[src/core/fsr_defs.svh]
// Constants for the suspend and resume sequencer of the embedded erase and program engine
// Notes on behaviour
// - Erase suspend latency unit reads 10b, 8us
// - Erase halts within 40us after suspend
// - Program suspend latency unit reads 10b, 8us
// - Program halts within 40us after suspend
// - Erase-suspend prohibition field reads 1100b
// - Program-suspend prohibition field reads 1100b
// - Byte 75h suspends an erase
// - Byte 7Ah resumes the suspended erase
// - Same 75h and 7Ah codes for program
`ifndef FSR_DEFS_SVH
`define FSR_DEFS_SVH

`define FSR_CMD_SUSPEND     8'h75
`define FSR_CMD_RESUME      8'h7a

`define FSR_CLK_PERIOD_NS   5
`define FSR_SUSP_LAT_US     40
`define FSR_RESUME_GAP_US   128
// Longest time rounds down, least time rounds up
`define FSR_SUSP_LAT_CYC    ((`FSR_SUSP_LAT_US * 1000) / `FSR_CLK_PERIOD_NS)
`define FSR_RESUME_GAP_CYC  ((`FSR_RESUME_GAP_US * 1000 + `FSR_CLK_PERIOD_NS - 1) / `FSR_CLK_PERIOD_NS)

// Suspend field layout of the parameter dword
`define FSR_SUSP_SUPP_BIT   31
`define FSR_ERS_UNIT_MSB    30
`define FSR_ERS_UNIT_LSB    29
`define FSR_PRG_UNIT_MSB    19
`define FSR_PRG_UNIT_LSB    18
`define FSR_ERS_PROH_MSB    7
`define FSR_ERS_PROH_LSB    4
`define FSR_PRG_PROH_MSB    3
`define FSR_PRG_PROH_LSB    0

`define FSR_SUSP_SUPP       1'b0
`define FSR_UNIT_8US        2'b10
`define FSR_LAT_COUNT       5'b00100
`define FSR_GAP_COUNT       4'b0001
`define FSR_RFU_BIT         1'b1
`define FSR_PROH_VALUE      4'b1100
`define FSR_DWORD_RST       {`FSR_SUSP_SUPP, `FSR_UNIT_8US, `FSR_LAT_COUNT, `FSR_GAP_COUNT, \
                             `FSR_UNIT_8US, `FSR_LAT_COUNT, `FSR_GAP_COUNT, `FSR_RFU_BIT, \
                             `FSR_PROH_VALUE, `FSR_PROH_VALUE}

`endif

[src/core/fsr_pkg.sv]
// Types shared by the suspend and resume sequencer
package fsr_pkg;

    typedef enum logic [1:0] {
        FSR_IDLE = 2'b00,
        FSR_BUSY = 2'b01,
        FSR_HALT = 2'b11,
        FSR_SUSP = 2'b10
    } fsr_state_e;

    typedef enum logic {
        FSR_OP_ERASE = 1'b0,
        FSR_OP_PROG  = 1'b1
    } fsr_op_e;

endpackage

[src/core/fsr_cycle_timer.sv]
// Down counter that flags when a loaded cycle count has elapsed
`timescale 1ns/10ps
`default_nettype none

module fsr_cycle_timer (
    input  wire logic        clk,
    input  wire logic        reset_n,
    input  wire logic        load,
    input  wire logic [15:0] limit,
    output logic             expired_ff
);

    logic [15:0] count_ff;
    logic [15:0] nxt_count;
    logic        nxt_expired;

    always_comb begin
        nxt_count = count_ff;
        if (load) begin
            nxt_count = limit;
        end else if (count_ff != 16'h0000) begin
            nxt_count = count_ff - 16'h0001;
        end
        nxt_expired = (nxt_count == 16'h0000);
    end

    // Idle timer reads expired so that no wait is imposed after reset
    always_ff @(posedge clk) begin
        if (!reset_n) begin
            count_ff   <= 16'h0000;
            expired_ff <= 1'b1;
        end else begin
            count_ff   <= nxt_count;
            expired_ff <= nxt_expired;
        end
    end

endmodule
`default_nettype wire

[src/core/fsr_sequencer.sv]
// Suspend and resume sequencer for the embedded erase and program engine
`timescale 1ns/10ps
`default_nettype none
`include "fsr_defs.svh"

module fsr_sequencer
    import fsr_pkg::*;
#(
    parameter logic [15:0] SUSP_LAT_CYC   = 16'(`FSR_SUSP_LAT_CYC),
    parameter logic [15:0] RESUME_GAP_CYC = 16'(`FSR_RESUME_GAP_CYC)
) (
    input  wire logic        clk,
    input  wire logic        reset_n,
    input  wire logic        cmd_valid,
    input  wire logic [7:0]  cmd_byte,
    input  wire logic        erase_start,
    input  wire logic        prog_start,
    input  wire logic        op_done,
    input  wire logic        algo_safe,
    input  wire logic        read_req,
    input  wire logic        read_in_susp_sector,
    output logic             algo_run_ff,
    output logic             erase_busy_ff,
    output logic             prog_busy_ff,
    output logic             erase_susp_ff,
    output logic             prog_susp_ff,
    output logic             suspend_ack_ff,
    output logic             host_fault_ff,
    output logic [31:0]      param_dword_ff
);

    fsr_state_e  state_ff;
    fsr_state_e  nxt_state;
    fsr_op_e     op_ff;
    fsr_op_e     nxt_op;
    logic        nxt_algo_run;
    logic        nxt_erase_busy;
    logic        nxt_prog_busy;
    logic        nxt_erase_susp;
    logic        nxt_prog_susp;
    logic        nxt_suspend_ack;
    logic        nxt_host_fault;
    logic        suspend_cmd;
    logic        resume_cmd;
    logic        halt_load;
    logic        halt_expired;
    logic        gap_load;
    logic        gap_expired;
    logic [15:0] halt_limit;
    logic [15:0] gap_limit;

    assign suspend_cmd = cmd_valid && (cmd_byte == `FSR_CMD_SUSPEND);
    assign resume_cmd  = cmd_valid && (cmd_byte == `FSR_CMD_RESUME);

    // Two cycles are spent taking the command and leaving the halt state
    assign halt_limit = SUSP_LAT_CYC - 16'h0002;

    // Timer reads expired on the edge it reaches zero, sampled one edge later; a suspend exactly at the gap is legal
    assign gap_limit = RESUME_GAP_CYC - 16'h0001;

    fsr_cycle_timer u_halt_timer (
        .clk        (clk),
        .reset_n    (reset_n),
        .load       (halt_load),
        .limit      (halt_limit),
        .expired_ff (halt_expired)
    );

    fsr_cycle_timer u_gap_timer (
        .clk        (clk),
        .reset_n    (reset_n),
        .load       (gap_load),
        .limit      (gap_limit),
        .expired_ff (gap_expired)
    );

    always_comb begin
        nxt_state       = state_ff;
        nxt_op          = op_ff;
        nxt_suspend_ack = 1'b0;
        nxt_host_fault  = 1'b0;
        halt_load       = 1'b0;
        gap_load        = 1'b0;
        case (state_ff)
            FSR_IDLE: begin
                if (erase_start) begin
                    nxt_state = FSR_BUSY;
                    nxt_op    = FSR_OP_ERASE;
                end else if (prog_start) begin
                    nxt_state = FSR_BUSY;
                    nxt_op    = FSR_OP_PROG;
                end
            end
            FSR_BUSY: begin
                if (op_done) begin
                    nxt_state = FSR_IDLE;
                end else if (suspend_cmd) begin
                    nxt_state = FSR_HALT;
                    halt_load = 1'b1;
                    // Honoured anyway; an early suspend only costs progress
                    nxt_host_fault = !gap_expired;
                end
            end
            FSR_HALT: begin
                // Timer forces the halt if no safe point comes in time
                if (op_done) begin
                    nxt_state = FSR_IDLE;
                end else if (algo_safe || halt_expired) begin
                    nxt_state       = FSR_SUSP;
                    nxt_suspend_ack = 1'b1;
                end
            end
            FSR_SUSP: begin
                if (resume_cmd) begin
                    nxt_state = FSR_BUSY;
                    gap_load  = 1'b1;
                end
                // Prohibited starts are dropped and reported
                if (erase_start) begin
                    nxt_host_fault = 1'b1;
                end
                if (prog_start && op_ff == FSR_OP_PROG) begin
                    nxt_host_fault = 1'b1;
                end
                if (read_req && read_in_susp_sector && op_ff == FSR_OP_ERASE) begin
                    nxt_host_fault = 1'b1;
                end
            end
            default: begin
                nxt_state = FSR_IDLE;
            end
        endcase
        nxt_algo_run   = (nxt_state == FSR_BUSY) || (nxt_state == FSR_HALT);
        nxt_erase_busy = nxt_algo_run && (nxt_op == FSR_OP_ERASE);
        nxt_prog_busy  = nxt_algo_run && (nxt_op == FSR_OP_PROG);
        nxt_erase_susp = (nxt_state == FSR_SUSP) && (nxt_op == FSR_OP_ERASE);
        nxt_prog_susp  = (nxt_state == FSR_SUSP) && (nxt_op == FSR_OP_PROG);
    end

    always_ff @(posedge clk) begin
        if (!reset_n) begin
            state_ff       <= FSR_IDLE;
            op_ff          <= FSR_OP_ERASE;
            algo_run_ff    <= 1'b0;
            erase_busy_ff  <= 1'b0;
            prog_busy_ff   <= 1'b0;
            erase_susp_ff  <= 1'b0;
            prog_susp_ff   <= 1'b0;
            suspend_ack_ff <= 1'b0;
            host_fault_ff  <= 1'b0;
        end else begin
            state_ff       <= nxt_state;
            op_ff          <= nxt_op;
            algo_run_ff    <= nxt_algo_run;
            erase_busy_ff  <= nxt_erase_busy;
            prog_busy_ff   <= nxt_prog_busy;
            erase_susp_ff  <= nxt_erase_susp;
            prog_susp_ff   <= nxt_prog_susp;
            suspend_ack_ff <= nxt_suspend_ack;
            host_fault_ff  <= nxt_host_fault;
        end
    end

    // Advertised suspend timing and prohibition fields, fixed in hardware
    always_ff @(posedge clk) begin
        if (!reset_n) begin
            param_dword_ff <= `FSR_DWORD_RST;
        end else begin
            param_dword_ff <= param_dword_ff;
        end
    end

    // Cycles spent since the suspend command was taken
    logic [15:0] halt_cnt_ff;
    logic [15:0] nxt_halt_cnt;

    always_comb begin
        nxt_halt_cnt = 16'h0000;
        if (state_ff == FSR_HALT) begin
            nxt_halt_cnt = halt_cnt_ff + 16'h0001;
        end
    end

    always_ff @(posedge clk) begin
        if (!reset_n) begin
            halt_cnt_ff <= 16'h0000;
        end else begin
            halt_cnt_ff <= nxt_halt_cnt;
        end
    end

    erase_unit_a: assert property (
        @(posedge clk) disable iff (!reset_n)
        ##1 param_dword_ff[`FSR_ERS_UNIT_MSB:`FSR_ERS_UNIT_LSB] == 2'b10)
        else $error("erase latency unit field wrong");

    prog_unit_a: assert property (
        @(posedge clk) disable iff (!reset_n)
        ##1 param_dword_ff[`FSR_PRG_UNIT_MSB:`FSR_PRG_UNIT_LSB] == 2'b10)
        else $error("program latency unit field wrong");

    erase_prohib_a: assert property (
        @(posedge clk) disable iff (!reset_n)
        ##1 param_dword_ff[`FSR_ERS_PROH_MSB:`FSR_ERS_PROH_LSB] == 4'hc)
        else $error("erase suspend prohibition field wrong");

    prog_prohib_a: assert property (
        @(posedge clk) disable iff (!reset_n)
        ##1 param_dword_ff[`FSR_PRG_PROH_MSB:`FSR_PRG_PROH_LSB] == 4'hc)
        else $error("program suspend prohibition field wrong");

    erase_halt_bound_a: assert property (
        @(posedge clk) disable iff (!reset_n)
        (state_ff == FSR_HALT && op_ff == FSR_OP_ERASE) |-> (halt_cnt_ff < SUSP_LAT_CYC - 16'h0001))
        else $error("erase not halted within latency limit");

    prog_halt_bound_a: assert property (
        @(posedge clk) disable iff (!reset_n)
        (state_ff == FSR_HALT && op_ff == FSR_OP_PROG) |-> (halt_cnt_ff < SUSP_LAT_CYC - 16'h0001))
        else $error("program not halted within latency limit");

    suspend_take_a: assert property (
        @(posedge clk) disable iff (!reset_n)
        (state_ff == FSR_BUSY && suspend_cmd && !op_done) |=> (state_ff == FSR_HALT && algo_run_ff))
        else $error("suspend command not taken while busy");

    suspend_ack_a: assert property (
        @(posedge clk) disable iff (!reset_n)
        $rose(suspend_ack_ff) |-> !algo_run_ff && (erase_susp_ff != prog_susp_ff))
        else $error("suspend acknowledge without halted operation");

    resume_run_a: assert property (
        @(posedge clk) disable iff (!reset_n)
        (state_ff == FSR_SUSP && resume_cmd) |=> algo_run_ff && $past(op_ff) == op_ff
            && (erase_busy_ff == $past(erase_susp_ff)))
        else $error("resume did not continue the suspended operation");

    prohib_start_a: assert property (
        @(posedge clk) disable iff (!reset_n)
        (state_ff == FSR_SUSP && erase_start && !resume_cmd) |=> (state_ff == FSR_SUSP && host_fault_ff))
        else $error("erase start during suspend not refused");

endmodule
`default_nettype wire

[config.mk]
export PLATFORM = sky130hd
export DESIGN_NAME = fsr_sequencer
export DESIGN_NICKNAME = d
export VERILOG_FILES = /design/src/core/fsr_pkg.sv /design/src/core/fsr_cycle_timer.sv /design/src/core/fsr_sequencer.sv
export VERILOG_INCLUDE_DIRS = /design/src /design/src/core
export SDC_FILE = /design/constraint.sdc
export NUM_CORES = 1
export LEC_CHECK = 0
export ABC_AREA = 1
export BUFFER_PORTS_ARGS = -buffer_cell sky130_fd_sc_hd__buf_2
export CORE_MARGIN = 2
export CORE_UTILIZATION = 35
export CTS_BUF_LIST = sky130_fd_sc_hd__clkbuf_4
export DETAILED_ROUTE_END_ITERATION = 10
export PLACE_DENSITY = 0.62
export SLEW_MARGIN = 20
export SYNTH_ARGS = -nofsm -noshare
export SYNTH_HDL_FRONTEND = slang
export SYNTH_SLANG_ARGS = --single-unit
[constraint.sdc]
create_clock -name clk -period 3.14 [get_ports clk]
set_input_delay 0 -clock clk [delete_from_list [all_inputs] [get_ports clk]]
set_output_delay 0 -clock clk [all_outputs]
set_load 0.1 [all_outputs]
==> flow_metrics.tcl <==
set metrics [dict create \
    status "finished, final reports clean" \
    worstPathRequired_ps 3430 \
    timing.rr.end "u_halt_timer.expired_ff$_SDFF_PN1_" \
    seqPwrFrac_pct 24.0 \
    r2r_start "state_ff[1]$_SDFF_PN0_" \
    utilization_pct 37.3 \
    wl_um 6990 \
    dr.pass1.iters 5 \
    grt_pass1_vias 2681 \
    ys_seq_area_share_pct 28.1 \
    p_switching_uw 2150 \
    gp_congestion 0.920 \
    yosys.cell_types.count 31 \
    ys_ff_latch 43 \
    p_int_uw 1630 \
    rr_worst_depth 8 \
    rrSetupSlack_ps 990 \
    end_kind "flip-flop" \
    portBuffers 23 \
    hold_violations 0 \
    slew_violations 0 \
    crit_type "flip-flop to flip-flop" \
    tns_ps 0 \
    fmax_mhz 465 \
    holdPathEnd "prog_busy_ff$_SDFF_PN0_" \
    synth_area_um2 3070 \
    cp_cell_sequence "inv_1 -> ha_1 -> nand4_1 -> nand3_1 -> nand2_1 -> nor2_1 -> nand2_1 -> o21bai_2" \
    drv_cap 0 \
    clkSinkCount 43 \
    synth_area_leaders "dfxtp_1, nand2_1, nor2_1" \
    ant_nets 0 \
    grt_pass1_wl_um 12100 \
    cts_made_buffers 5 \
    ctsHoldBuffers 2 \
    synthCells 493 \
    dieArea_um2 9520 \
    synth.top_cell.area_share_pct 28.1 \
    min_path_type "primary input to flip-flop" \
    area_growth_pct 4.57 \
    nNetsFinal 540 \
    insertion_delay_ps 350 \
    cp.arrival_ps 2440 \
    avgViaCountPerCell 4.67 \
    avgSynthCellArea_um2 6.22 \
    rows 34 \
    min-delay-start "prog_start" \
    yosys.area.top_type "dfxtp_1" \
    switching_share_pct 56.8 \
    antenna_found_initial 0 \
    dieHeight_um 97.6 \
    initial_core_util_pct 35.7 \
    comb_power_share_pct 68.3 \
    fin_crit_ps 2150 \
    drc_errors 0 \
    cts_tree "built" \
    grt_overflow 0 \
    diodes 0 \
    cpMaxStageDelayCell "nand4_1" \
    hpwl_um 5440 \
    crit_fanout 15 \
    nFillCells 955 \
    detailroute.via_count 2912 \
    ir_worst_vdd_v 0.000659 \
    cts_root_buf "clkbuf_4" \
    p_per_area_nw_per_um2 1180 \
    fin_crit_sh_pct 68.4 \
    cpMostUsedCell "nand2_1" \
    ys_warn_count 0 \
    setup_viol 0 \
    gr-usage-all-layers_pct 14.9 \
    skew_ps 14.1 \
    rsz0062_at_grt "false" \
    holdPathStages 5 \
    cts_max_level 2 \
    grt_max_degree 34 \
    initialDrtViolationCount 106 \
    startpoint_type "flip-flop" \
    cts_setup_buffers 0 \
    slew-limit-headroom_pct 35.5 \
    clockPowerShare_pct 7.7 \
    cts_resized 0 \
    cpPeakStageDelay_ps 590 \
    path_clk_slew_ps 130 \
    io_pins 56 \
    ctsLongestPathBuffers 2 \
    fp.coreArea_um2 8590 \
    die_w_um 97.6 \
    wire_per_inst_um 11.2 \
    tightest_slew_ps 962 \
    p_leak_uw 0.00173 \
    drive_gt1_share_pct 12.0 \
]
-- cell families after synthesis --
logic type               count (synthesis)  share of synthesized area (%)
AND/OR/NAND/NOR                        298                           43.4
buffers and inverters                   99                           16.9
flip-flops                              43                           28.1
AO/OA/AOI/OAI                           40                           7.10
adder cells (fa/ha/maj)                  9                           3.67
XOR/XNOR                                 2                          0.572
other                                    2                          0.245
-- power groups by stage --
stage	Combinational (uW)	Sequential, uW	Clock, uW
after global placement	2530	913	0
after global routing	2950	934	319
after detailed placement	2540	917	0
after floorplan	2130	892	0
after CTS	2560	904	296
final	2580	907	290
-- flip-flops by register name, summed over array words and instances (netlist names) --
signal	count
prog_susp_ff	1
u_gap_timer.expired_ff	1
u_gap_timer.count_ff	16
state_ff	2
erase_busy_ff	1
op_ff	1
prog_busy_ff	1
suspend_ack_ff	1
u_halt_timer.count_ff	16
erase_susp_ff	1
host_fault_ff	1
u_halt_timer.expired_ff	1
-- worst max-delay path by stage --
stage / start / to / cells past startpoint
floorplan: state_ff[0]$_SDFF_PN0_ / u_gap_timer.expired_ff$_SDFF_PN1_ / 8
detailed placement: state_ff[1]$_SDFF_PN0_ / u_halt_timer.expired_ff$_SDFF_PN1_ / 8
CTS: state_ff[1]$_SDFF_PN0_ / u_halt_timer.expired_ff$_SDFF_PN1_ / 8
finish: state_ff[1]$_SDFF_PN0_ / u_halt_timer.expired_ff$_SDFF_PN1_ / 8
global route: state_ff[1]$_SDFF_PN0_ / u_halt_timer.expired_ff$_SDFF_PN1_ / 8
global placement: state_ff[1]$_SDFF_PN0_ / u_halt_timer.expired_ff$_SDFF_PN1_ / 8
-- cell type report --
type | count | area (um^2) | area share [%]
multi-input combinational | 381 | 1800 | 56.1
sequential | 43 | 861 | 26.9
inverter | 58 | 218 | 6.79
timing repair buffer | 25 | 135 | 4.22
tap | 108 | 135 | 4.22
clock buffer | 6 | 45.0 | 1.41
clock inverter | 2 | 12.5 | 0.390
-- through the flow --
step	setup slack (ps)	hold WS [ps]	cells	instance area, um^2	power, uW
floorplan	861	181	523	3180	3020
global placement	1040	279	613	3130	3440
detailed placement	1080	275	613	3130	3460
CTS	1040	93.4	623	3210	3760
global route	766	156	623	3210	4210
finish	991	99.4	623	3210	3780
-- placed cells by master (no fill, tap or decap), drive strengths merged --
master	n
a21boi	1
a21oi	19
a31oi	1
buf	23
clkbuf	6
clkinv	2
clkinvlp	1
conb	32
dfxtp	43
dlygate4sd3	2
ha	9
inv	57
nand2	134
nand3	45
nand3b	4
nand4	6
nor2	99
nor3	6
nor3b	3
nor4	1
o21ai	17
o21bai	1
o221ai	1
xnor2	1
xor2	1
-- cells in the mapped netlist --
library cell and number:
nand2_1 124, nor2_1 81, inv_1 58, nand3_1 44, dfxtp_1 43, buf_4 32, a21oi_1 19, o21ai_0 16
nor2_2 13, ha_1 9, nand2_2 9, nand4_1 6, nor3_1 6, clkbuf_1 5, nor2_4 5, nand3b_1 4
nor3b_1 3, buf_6 2, conb_1 2, a21boi_0 1, a31oi_1 1, buf_2 1, clkbuf_8 1, nand2_4 1
nand3_2 1, nor4_1 1, o21ai_2 1, o21bai_2 1, o221ai_1 1, xnor2_1 1, xor2_1 1
-- worst max-delay path, delay by kind of cell, from the launching register on --
family	cells	cell delay, ps
AND/OR/NAND/NOR	5	1260
flip-flops	1	360
buffers and inverters	1	150
AO/OA/AOI/OAI	1	110
adder cells (fa/ha/maj)	1	200
-- metal layers --
| metal | share of wire, % | track usage, % | vias to the layer above |
|---|---|---|---|
| li1 | - | - | 1520 |
| met1 | 47 | 20.0 | 1324 |
| met2 | 48 | 24.5 | 57 |
| met3 | 4.4 | 3.53 | 11 |
| met4 | 1.1 | 3.10 | 0 |
| met5 | 0 | 0 | - |
No activity file was read; power rests on OpenSTA's default activity.
